[src/asr_pkg.sv]
// Package: constants, timing counts and state encoding for the asynchronous SRAM host
// Notes on behaviour
// - Read: selected, output enable low, write enable held high throughout.
// - Every read or write cycle lasts at least the grade cycle time.
// - Address must be valid no later than the select is asserted.
// - Address stands at least the grade minimum before the write ends.
// - Write pulse lasts at least the grade minimum, 12 to 20 ns.
// - Write data is stable at least the grade minimum before the write ends.
package asr_pkg;
	localparam int ADDR_W = 17;
	localparam int DATA_W = 8;
	localparam int MEM_WORDS = 131072;
	localparam int TMR_W = 8;
	localparam int SYNC_STAGES = 2;
	localparam int CLK_PERIOD_NS = 10;
	// Slowest grade figures, so any grade of the part is met
	localparam int T_CYCLE_NS = 35;
	localparam int T_ACCESS_NS = 35;
	localparam int T_WR_PULSE_NS = 20;
	localparam int T_ADDR_END_NS = 20;
	localparam int T_DATA_SETUP_NS = 11;
	localparam int T_FLOAT_NS = 8;
	// Least times, rounded up to whole cycles
	localparam int CYCLE_CYC = (T_CYCLE_NS + CLK_PERIOD_NS - 1) / CLK_PERIOD_NS;
	localparam int ACCESS_CYC = (T_ACCESS_NS + CLK_PERIOD_NS - 1) / CLK_PERIOD_NS;
	localparam int WR_PULSE_CYC = (T_WR_PULSE_NS + CLK_PERIOD_NS - 1) / CLK_PERIOD_NS;
	localparam int ADDR_END_CYC = (T_ADDR_END_NS + CLK_PERIOD_NS - 1) / CLK_PERIOD_NS;
	localparam int DATA_SETUP_CYC = (T_DATA_SETUP_NS + CLK_PERIOD_NS - 1) / CLK_PERIOD_NS;
	localparam int FLOAT_CYC = (T_FLOAT_NS + CLK_PERIOD_NS - 1) / CLK_PERIOD_NS;
	// Derived phase lengths in cycles
	localparam int READ_CYC = ACCESS_CYC + SYNC_STAGES;
	localparam int WE_LOW_A = (WR_PULSE_CYC > DATA_SETUP_CYC) ? WR_PULSE_CYC : DATA_SETUP_CYC;
	localparam int WE_LOW_CYC = (WE_LOW_A > ADDR_END_CYC) ? WE_LOW_A : ADDR_END_CYC;
	localparam int WR_REST_CYC = (CYCLE_CYC > WE_LOW_CYC + 1) ? CYCLE_CYC - WE_LOW_CYC : 1;
	localparam int TURN_CYC = (FLOAT_CYC > 1) ? FLOAT_CYC : 1;

	typedef enum logic [2:0] {
		ST_IDLE    = 3'b000,
		ST_READ    = 3'b001,
		ST_WR_LOW  = 3'b010,
		ST_WR_HIGH = 3'b011,
		ST_TURN    = 3'b100
	} asr_state_e;
endpackage

[src/asr_timer_if.sv]
// Interface: phase timer load and expiry between the host sequencer and its timer
`timescale 1ns/1ps
interface asr_timer_if import asr_pkg::*; ();
	logic             load;
	logic [TMR_W-1:0] loadValue;
	logic             expired;
	modport ctrl  (output load, output loadValue, input expired);
	modport timer (input load, input loadValue, output expired);
endinterface

[src/asr_timer.sv]
// Module: down-counter that times each pin phase of the host
`timescale 1ns/1ps
module asr_timer import asr_pkg::*; (
	// Clock and reset
	input wire logic   sys_clk,
	input wire logic   rstSyncN,
	// Timer control
	asr_timer_if.timer tmr
);
	logic [TMR_W-1:0] count_reg;

	// Load wins over counting so a phase starts from its full length
	always_ff @(posedge sys_clk or negedge rstSyncN) begin
		if (!rstSyncN) begin
			count_reg <= 8'h00;
		end else if (tmr.load) begin
			count_reg <= tmr.loadValue;
		end else if (count_reg != 8'h00) begin
			count_reg <= count_reg - 8'h01;
		end
	end

	assign tmr.expired = (count_reg == 8'h00);
endmodule

[src/asr_host.sv]
// Module: host controller driving a 128K x 8 asynchronous static memory through its pins
`timescale 1ns/1ps
module asr_host import asr_pkg::*; (
	// Clock and reset
	input  wire logic              sys_clk,
	input  wire logic              rst_n,
	// User request
	input  wire logic              reqValid,
	input  wire logic              reqWrite,
	input  wire logic [ADDR_W-1:0] reqAddr,
	input  wire logic [DATA_W-1:0] reqWdata,
	output logic                   reqReady,
	// User response
	output logic                   rspValid,
	output logic [DATA_W-1:0]      rspRdata,
	// Memory pins
	output logic [ADDR_W-1:0]      sramAddr,
	output logic                   selectLowActiveN,
	output logic                   selectHighActive,
	output logic                   outEnableN,
	output logic                   writeEnableN,
	output logic [DATA_W-1:0]      dqOut,
	output logic                   dqOeN,
	input  wire logic [DATA_W-1:0] dqIn
);
	logic              rstSync1_reg;
	logic              rstSync2_reg;
	logic              rstSyncN;
	logic [DATA_W-1:0] dqSync1_reg;
	logic [DATA_W-1:0] dqSync2_reg;
	asr_state_e        state_reg;
	asr_state_e        state_next;
	logic [ADDR_W-1:0] addr_reg;
	logic [ADDR_W-1:0] addr_next;
	logic              sel_next;
	logic              selLowN_reg;
	logic              selHigh_reg;
	logic              oeN_reg;
	logic              oeN_next;
	logic              weN_reg;
	logic              weN_next;
	logic [DATA_W-1:0] dqOut_reg;
	logic [DATA_W-1:0] dqOut_next;
	logic              dqOeN_reg;
	logic              dqOeN_next;
	logic              ready_reg;
	logic              rsp_reg;
	logic              rsp_next;
	logic [DATA_W-1:0] rdata_reg;
	logic [DATA_W-1:0] rdata_next;
	logic [7:0]        addrAge_reg;
	logic [7:0]        weLow_reg;
	logic [7:0]        dataAge_reg;
	logic              selected;

	asr_timer_if tmr ();

	asr_timer u_timer (
		.sys_clk  (sys_clk),
		.rstSyncN (rstSyncN),
		.tmr      (tmr.timer)
	);

	// Reset release through two flip-flops
	always_ff @(posedge sys_clk or negedge rst_n) begin
		if (!rst_n) begin
			rstSync1_reg <= 1'b0;
			rstSync2_reg <= 1'b0;
		end else begin
			rstSync1_reg <= 1'b1;
			rstSync2_reg <= rstSync1_reg;
		end
	end
	assign rstSyncN = rstSync2_reg;

	// Data pins come from outside the clock domain
	always_ff @(posedge sys_clk or negedge rstSyncN) begin
		if (!rstSyncN) begin
			dqSync1_reg <= 8'h00;
			dqSync2_reg <= 8'h00;
		end else begin
			dqSync1_reg <= dqIn;
			dqSync2_reg <= dqSync1_reg;
		end
	end

	// Sequencer; output enable stays high through writes so the memory never drives against us
	always_comb begin
		state_next = state_reg;
		addr_next = addr_reg;
		sel_next = !selLowN_reg;
		oeN_next = oeN_reg;
		weN_next = weN_reg;
		dqOut_next = dqOut_reg;
		dqOeN_next = dqOeN_reg;
		rsp_next = 1'b0;
		rdata_next = rdata_reg;
		tmr.load = 1'b0;
		tmr.loadValue = 8'h00;
		case (state_reg)
			ST_IDLE: begin
				if (reqValid && ready_reg) begin
					addr_next = reqAddr; // address set in the same edge as the select
					sel_next = 1'b1;
					tmr.load = 1'b1;
					if (reqWrite) begin
						weN_next = 1'b0;
						dqOut_next = reqWdata;
						dqOeN_next = 1'b0;
						tmr.loadValue = TMR_W'(WE_LOW_CYC - 1);
						state_next = ST_WR_LOW;
					end else begin
						oeN_next = 1'b0;
						tmr.loadValue = TMR_W'(READ_CYC - 1);
						state_next = ST_READ;
					end
				end
			end
			ST_READ: begin
				if (tmr.expired) begin
					rdata_next = dqSync2_reg;
					rsp_next = 1'b1;
					sel_next = 1'b0;
					oeN_next = 1'b1;
					tmr.load = 1'b1;
					// Memory may still drive for its float time after deselect
					tmr.loadValue = TMR_W'(TURN_CYC - 1);
					state_next = ST_TURN;
				end
			end
			ST_WR_LOW: begin
				if (tmr.expired) begin
					weN_next = 1'b1;
					tmr.load = 1'b1;
					tmr.loadValue = TMR_W'(WR_REST_CYC - 1);
					state_next = ST_WR_HIGH;
				end
			end
			ST_WR_HIGH: begin
				if (tmr.expired) begin
					sel_next = 1'b0;
					dqOeN_next = 1'b1;
					rsp_next = 1'b1;
					state_next = ST_IDLE;
				end
			end
			ST_TURN: begin
				if (tmr.expired) begin
					state_next = ST_IDLE;
				end
			end
			default: begin
				state_next = ST_IDLE;
			end
		endcase
	end

	// Sequencer state and pin registers
	always_ff @(posedge sys_clk or negedge rstSyncN) begin
		if (!rstSyncN) begin
			state_reg <= ST_IDLE;
			addr_reg <= 17'h00000;
			selLowN_reg <= 1'b1;
			selHigh_reg <= 1'b0;
			oeN_reg <= 1'b1;
			weN_reg <= 1'b1;
			dqOut_reg <= 8'h00;
			dqOeN_reg <= 1'b1;
		end else begin
			state_reg <= state_next;
			addr_reg <= addr_next;
			selLowN_reg <= !sel_next;
			selHigh_reg <= sel_next;
			oeN_reg <= oeN_next;
			weN_reg <= weN_next;
			dqOut_reg <= dqOut_next;
			dqOeN_reg <= dqOeN_next;
		end
	end

	// User handshake registers
	always_ff @(posedge sys_clk or negedge rstSyncN) begin
		if (!rstSyncN) begin
			ready_reg <= 1'b0;
			rsp_reg <= 1'b0;
			rdata_reg <= 8'h00;
		end else begin
			ready_reg <= (state_next == ST_IDLE) && !(state_reg == ST_IDLE && reqValid && ready_reg);
			rsp_reg <= rsp_next;
			rdata_reg <= rdata_next;
		end
	end

	// Saturating ages of the pin phases, read by the checks below
	always_ff @(posedge sys_clk or negedge rstSyncN) begin
		if (!rstSyncN) begin
			addrAge_reg <= 8'hff;
			weLow_reg <= 8'h00;
			dataAge_reg <= 8'h00;
		end else begin
			addrAge_reg <= (addr_next != addr_reg) ? 8'h01 : addrAge_reg + {7'h00, addrAge_reg != 8'hff};
			weLow_reg <= weN_next ? 8'h00 : weLow_reg + {7'h00, weLow_reg != 8'hff};
			if (dqOeN_next || dqOut_next != dqOut_reg || dqOeN_reg) begin
				dataAge_reg <= dqOeN_next ? 8'h00 : 8'h01;
			end else begin
				dataAge_reg <= dataAge_reg + {7'h00, dataAge_reg != 8'hff};
			end
		end
	end

	assign selected = !selLowN_reg && selHigh_reg;

	property p_readWeHigh;
		@(posedge sys_clk) disable iff (!rstSyncN)
		(selected && !oeN_reg) |-> weN_reg;
	endproperty
	a_readWeHigh: assert property (p_readWeHigh) else $error("write enable low during a read");

	property p_noContention;
		@(posedge sys_clk) disable iff (!rstSyncN)
		!dqOeN_reg |-> (oeN_reg && !weN_reg) or (oeN_reg && !$past(dqOeN_reg));
	endproperty
	a_noContention: assert property (p_noContention) else $error("host drives bus while memory may");

	property p_cycleTime;
		@(posedge sys_clk) disable iff (!rstSyncN)
		$changed(addr_reg) |-> $past(addrAge_reg) >= CYCLE_CYC;
	endproperty
	a_cycleTime: assert property (p_cycleTime) else $error("address changed before cycle time");

	property p_readLength;
		@(posedge sys_clk) disable iff (!rstSyncN)
		$fell(oeN_reg) |-> (!oeN_reg && selected)[*6] ##1 (oeN_reg && rsp_reg);
	endproperty
	a_readLength: assert property (p_readLength) else $error("read phase length wrong");

	property p_addrStableSelected;
		@(posedge sys_clk) disable iff (!rstSyncN)
		(selected && $past(selected)) |-> $stable(addr_reg);
	endproperty
	a_addrStableSelected: assert property (p_addrStableSelected) else $error("address moved while selected");

	property p_writePulse;
		@(posedge sys_clk) disable iff (!rstSyncN)
		$rose(weN_reg) |-> $past(weLow_reg) >= WR_PULSE_CYC && $past(selected);
	endproperty
	a_writePulse: assert property (p_writePulse) else $error("write pulse too short");

	property p_addrToEnd;
		@(posedge sys_clk) disable iff (!rstSyncN)
		$rose(weN_reg) |-> $past(addrAge_reg) >= ADDR_END_CYC;
	endproperty
	a_addrToEnd: assert property (p_addrToEnd) else $error("address not held before write end");

	property p_dataSetup;
		@(posedge sys_clk) disable iff (!rstSyncN)
		$rose(weN_reg) |-> $past(dataAge_reg) >= DATA_SETUP_CYC && !dqOeN_reg;
	endproperty
	a_dataSetup: assert property (p_dataSetup) else $error("write data setup too short");

	property p_writeSelected;
		@(posedge sys_clk) disable iff (!rstSyncN)
		!weN_reg |-> selected && oeN_reg;
	endproperty
	a_writeSelected: assert property (p_writeSelected) else $error("write enable low outside select");

	assign reqReady = ready_reg;
	assign rspValid = rsp_reg;
	assign rspRdata = rdata_reg;
	assign sramAddr = addr_reg;
	assign selectLowActiveN = selLowN_reg;
	assign selectHighActive = selHigh_reg;
	assign outEnableN = oeN_reg;
	assign writeEnableN = weN_reg;
	assign dqOut = dqOut_reg;
	assign dqOeN = dqOeN_reg;
endmodule

[config.mk]
export PLATFORM = sky130hd
export DESIGN_NAME = asr_host
export DESIGN_NICKNAME = d
export VERILOG_FILES = /design/src/asr_pkg.sv /design/src/asr_timer_if.sv /design/src/asr_timer.sv /design/src/asr_host.sv
export SDC_FILE = /design/constraint.sdc
export NUM_CORES = 1
export LEC_CHECK = 0
export BUFFER_PORTS_ARGS = -buffer_cell sky130_fd_sc_hd__clkbuf_2
export CORE_UTILIZATION = 51
export DETAILED_ROUTE_END_ITERATION = 8
export PLACE_DENSITY = 0.79
export RECOVER_POWER = 25
export SETUP_SLACK_MARGIN = 0.3
export SYNTH_ARGS = -nofsm -noshare
export SYNTH_HDL_FRONTEND = slang
export SYNTH_SLANG_ARGS = --single-unit
[constraint.sdc]
create_clock -name sys_clk -period 2.9 [get_ports sys_clk]
set_input_delay 0.435 -clock sys_clk [delete_from_list [all_inputs] [get_ports sys_clk]]
set_output_delay 0.435 -clock sys_clk [all_outputs]
set_load 0.02 [all_outputs]
==> summary.txt <==
Outcome
  • Status: complete, no violations

Worst setup path
  • Cell family with most CP delay: simple AND/OR/NAND/NOR gates
  • Critical path fanouts, max: 9
  • Worst Setup SP: u_timer.count_reg[0]$_DFFE_PN0P_
  • R2R Path Start: u_timer.count_reg[0]$_DFFE_PN0P_
  • Crit-path max cell delay: 0.45 ns
  • R2r setup slk: 0.70 ns
  • Crit path capture type: flip-flop
  • Arr. time, crit path: 2.41 ns
  • Setup CP Type: flip-flop to flip-flop
  • Crit Reg-Reg Endpoint: rspRdata[1]$_DFFE_PN0P_
  • WP data required: 3.11 ns
  • Worst Reg-to-Reg Cells: 6
  • Slowest CP cell: and2_1
  • CP Cell Sequence: inv_1, ha_1, nor3b_2, and2_1, nand2_8, mux2_4
  • Startpoint types: flip-flop
  • CP Buf/Inv Count: 1

Synthesis
  • Net Count, Synth: 257
  • Syn Area/Cell: 12.18 um2
  • Library cells used by synthesis: 38
  • Yosys reg bits: 69
  • Mapped Area: 2655 um2
  • Post-synth ARST share: 100.0%
  • Warnings, synthesis: 0
  • Syn Inst Count: 218
  • Main flop type after synthesis: dfrtp_1
  • Seq/Total Area, Yosys: 65.22%
  • EDFF count, synth: 0

Routing
  • Wirelength per Cell: 13.02 um
  • Routed vias: 1824
  • Post-route ant nets: 0
  • Initial DRC count: 69
  • DRC viols: 0
  • Vias per cell: 4.890
  • DRT Wirelength: 4857 um
  • Drt pass-1 iters: 4

Die
  • Row Count: 25
  • Core area: 4880 um2
  • Die area: 5498 um2
  • I/O pins: 77
  • Die Wd: 74.15 um
  • Starting Density: 54.41%
  • Die height: 74.15 um

Power and ir drop
  • Power per cell area: 536.3 nW/um2
  • VDD IR-drop max: 496.7 uV
  • LEAKAGE: 1.793 nW

Global routing
  • Initial antenna violation count: 0
  • GRT overflow: 0
  • Total track usage: 19.52%
  • Largest net degree at the start of global routing: 55
  • Vias in the first global route: 1750
  • First-pass GRT wire length: 7866 um

Timing
  • RSZ-0062 raised after global routing: no
  • Final Setup Violations: 0
  • Max Slew Vio Count: 0
  • Min Tclk post-route: 2.200 ns
  • Skew final: 0.01362 ns
  • Worst-margin pin slew: 1.273 ns
  • Fin crit share: 75.87%
  • Rel. slew slack: 15.13%
  • Post-route setup slack: 0.6997 ns
  • Final Hold Viols: 0
  • Fin Setup TNS: 0 ns
  • Upper clock frequency limit: 0.4545 GHz

Clocking
  • CTS buffer count: 9
  • H-tree depth: 3
  • Cts repair resizes: 0
  • Clk sinks: 69
  • CTS tree: yes
  • Worst-Skew Late Latency: 0.33 ns
  • Clk buf depth: 2
  • Post-CTS setup buffers: 0
  • Hold Buf Count CTS: 1
  • Root Driver: clkbuf_8
  • Clk slew on worst S/H paths: 0.08 ns

Worst hold path
  • Hold_sp: dqIn[6]
  • Min-Delay Path Class: input port to flip-flop
  • WHS Path Cells: 1
  • Min-Delay Endpoint: dqSync1_reg[6]$_DFF_PN0_

Placement
  • Placed instance area: 3097 um2
  • Place WS: 0.7213 ns
  • Port Buffers: 76
  • RePlAce Congestion: 0.7879
  • Hpwl dp: 3326 um
  • Placed Cells: 356

Cells and area
  • Commonest cells after routing, fill and taps aside: clkbuf_2 (76), dfrtp_1 (65), nand2_1 (59)
  • Share of layout cells above drive strength 1: 38.24%
  • Total Nets Final: 340
  • Final Non-Filler Cells: 373
  • Post-Layout Inst Area: 3294 um2
  • Number of antenna diodes: 0
  • Area grow syn2layout: 24.08%
  • Largest register FFs: 17
  • Most common cell after layout, fill and taps aside: clkbuf_2

Job
  • MaxCap Viol Count: 0
[routing by layer]
metal	vias to the layer above	share of wire, %	GRT usage [%]
met3	9	2.9	4.607
met1	874	43	23.22
li1	897	-	-
met2	44	52	33.33
met5	-	0	0
met4	0	1.9	9.615
[worst max path at each step]
stage,slack (ns),cells after the start,endpoint
global placement,0.83,6,rspRdata[1]$_DFFE_PN0P_
global route,0.56,6,rspRdata[6]$_DFFE_PN0P_
finish,0.70,6,rspRdata[1]$_DFFE_PN0P_
CTS,0.71,6,rspRdata[6]$_DFFE_PN0P_
floorplan,0.84,0,dqOut[0]$_DFFE_PN0P_
detailed placement,0.72,6,rspRdata[6]$_DFFE_PN0P_
[where the power goes]
group | total [mW] | switching [mW] | internal (mW)
Clock | 0.746 | 0.349 | 0.397
Sequential | 0.981 | 0.00642 | 0.975
Combinational | 0.0396 | 0.0211 | 0.0185
[synth_stat cells (2+ instances only)]
cell | instances | area share (%)
dfrtp_1 | 65 | 61
nand2_1 | 59 | 8.3
nor2_1 | 9 | 1.3
a21oi_1 | 8 | 1.5
mux2_2 | 8 | 3.4
mux2_4 | 8 | 4.5
o21ai_0 | 6 | 1.1
clkbuf_1 | 5 | 0.71
nor3_1 | 5 | 0.94
dfstp_2 | 4 | 4.0
or3_1 | 4 | 0.94
inv_1 | 3 | 0.42
nor2b_1 | 3 | 0.71
a22o_1 | 2 | 0.66
buf_6 | 2 | 0.85
ha_1 | 2 | 0.94
mux2i_1 | 2 | 0.75
nand3_1 | 2 | 0.38
nor3b_1 | 2 | 0.57
[per-stage QoR]
step / hold WS [ns] / util, % / power, mW
5_1_grt: 0.1845 / 67.51 / 1.838
2_1_floorplan: 0.1394 / - / 1.009
4_1_cts: 0.1586 / 67.62 / 1.790
3_3_place_gp: 0.1487 / 63.46 / 1.039
6_report: 0.2045 / 67.51 / 1.767
3_5_place_dp: 0.1515 / 63.46 / 1.041
[final cells by class]
type	count	area [um2]
Clock buffer	10	127.6
Multi-Input combinational cell	138	865.8
Sequential cell	69	1732
Tap cell	67	83.83
Inverter	3	11.26
Timing Repair Buffer	80	409.1
Clock inverter	6	65.06
Fill cell	398	1585
[cell families (layout without fill, tap and decap cells)]
group                      count (synthesis)  count (layout)  share of synthesized area, %
muxes                                     18              18                         8.671
buffers and inverters                     11              99                         2.168
xor gates and xnor gates                   1               1                        0.3299
DFF                                       69              69                         65.22
adders and majority gates                  2               2                        0.9424
other                                      1               1                        0.1412
and+or+nand+nor                           92              92                         16.97
AOI/OAI and AO/OA                         24              24                         5.562
(Power assumes the default switching activity.)
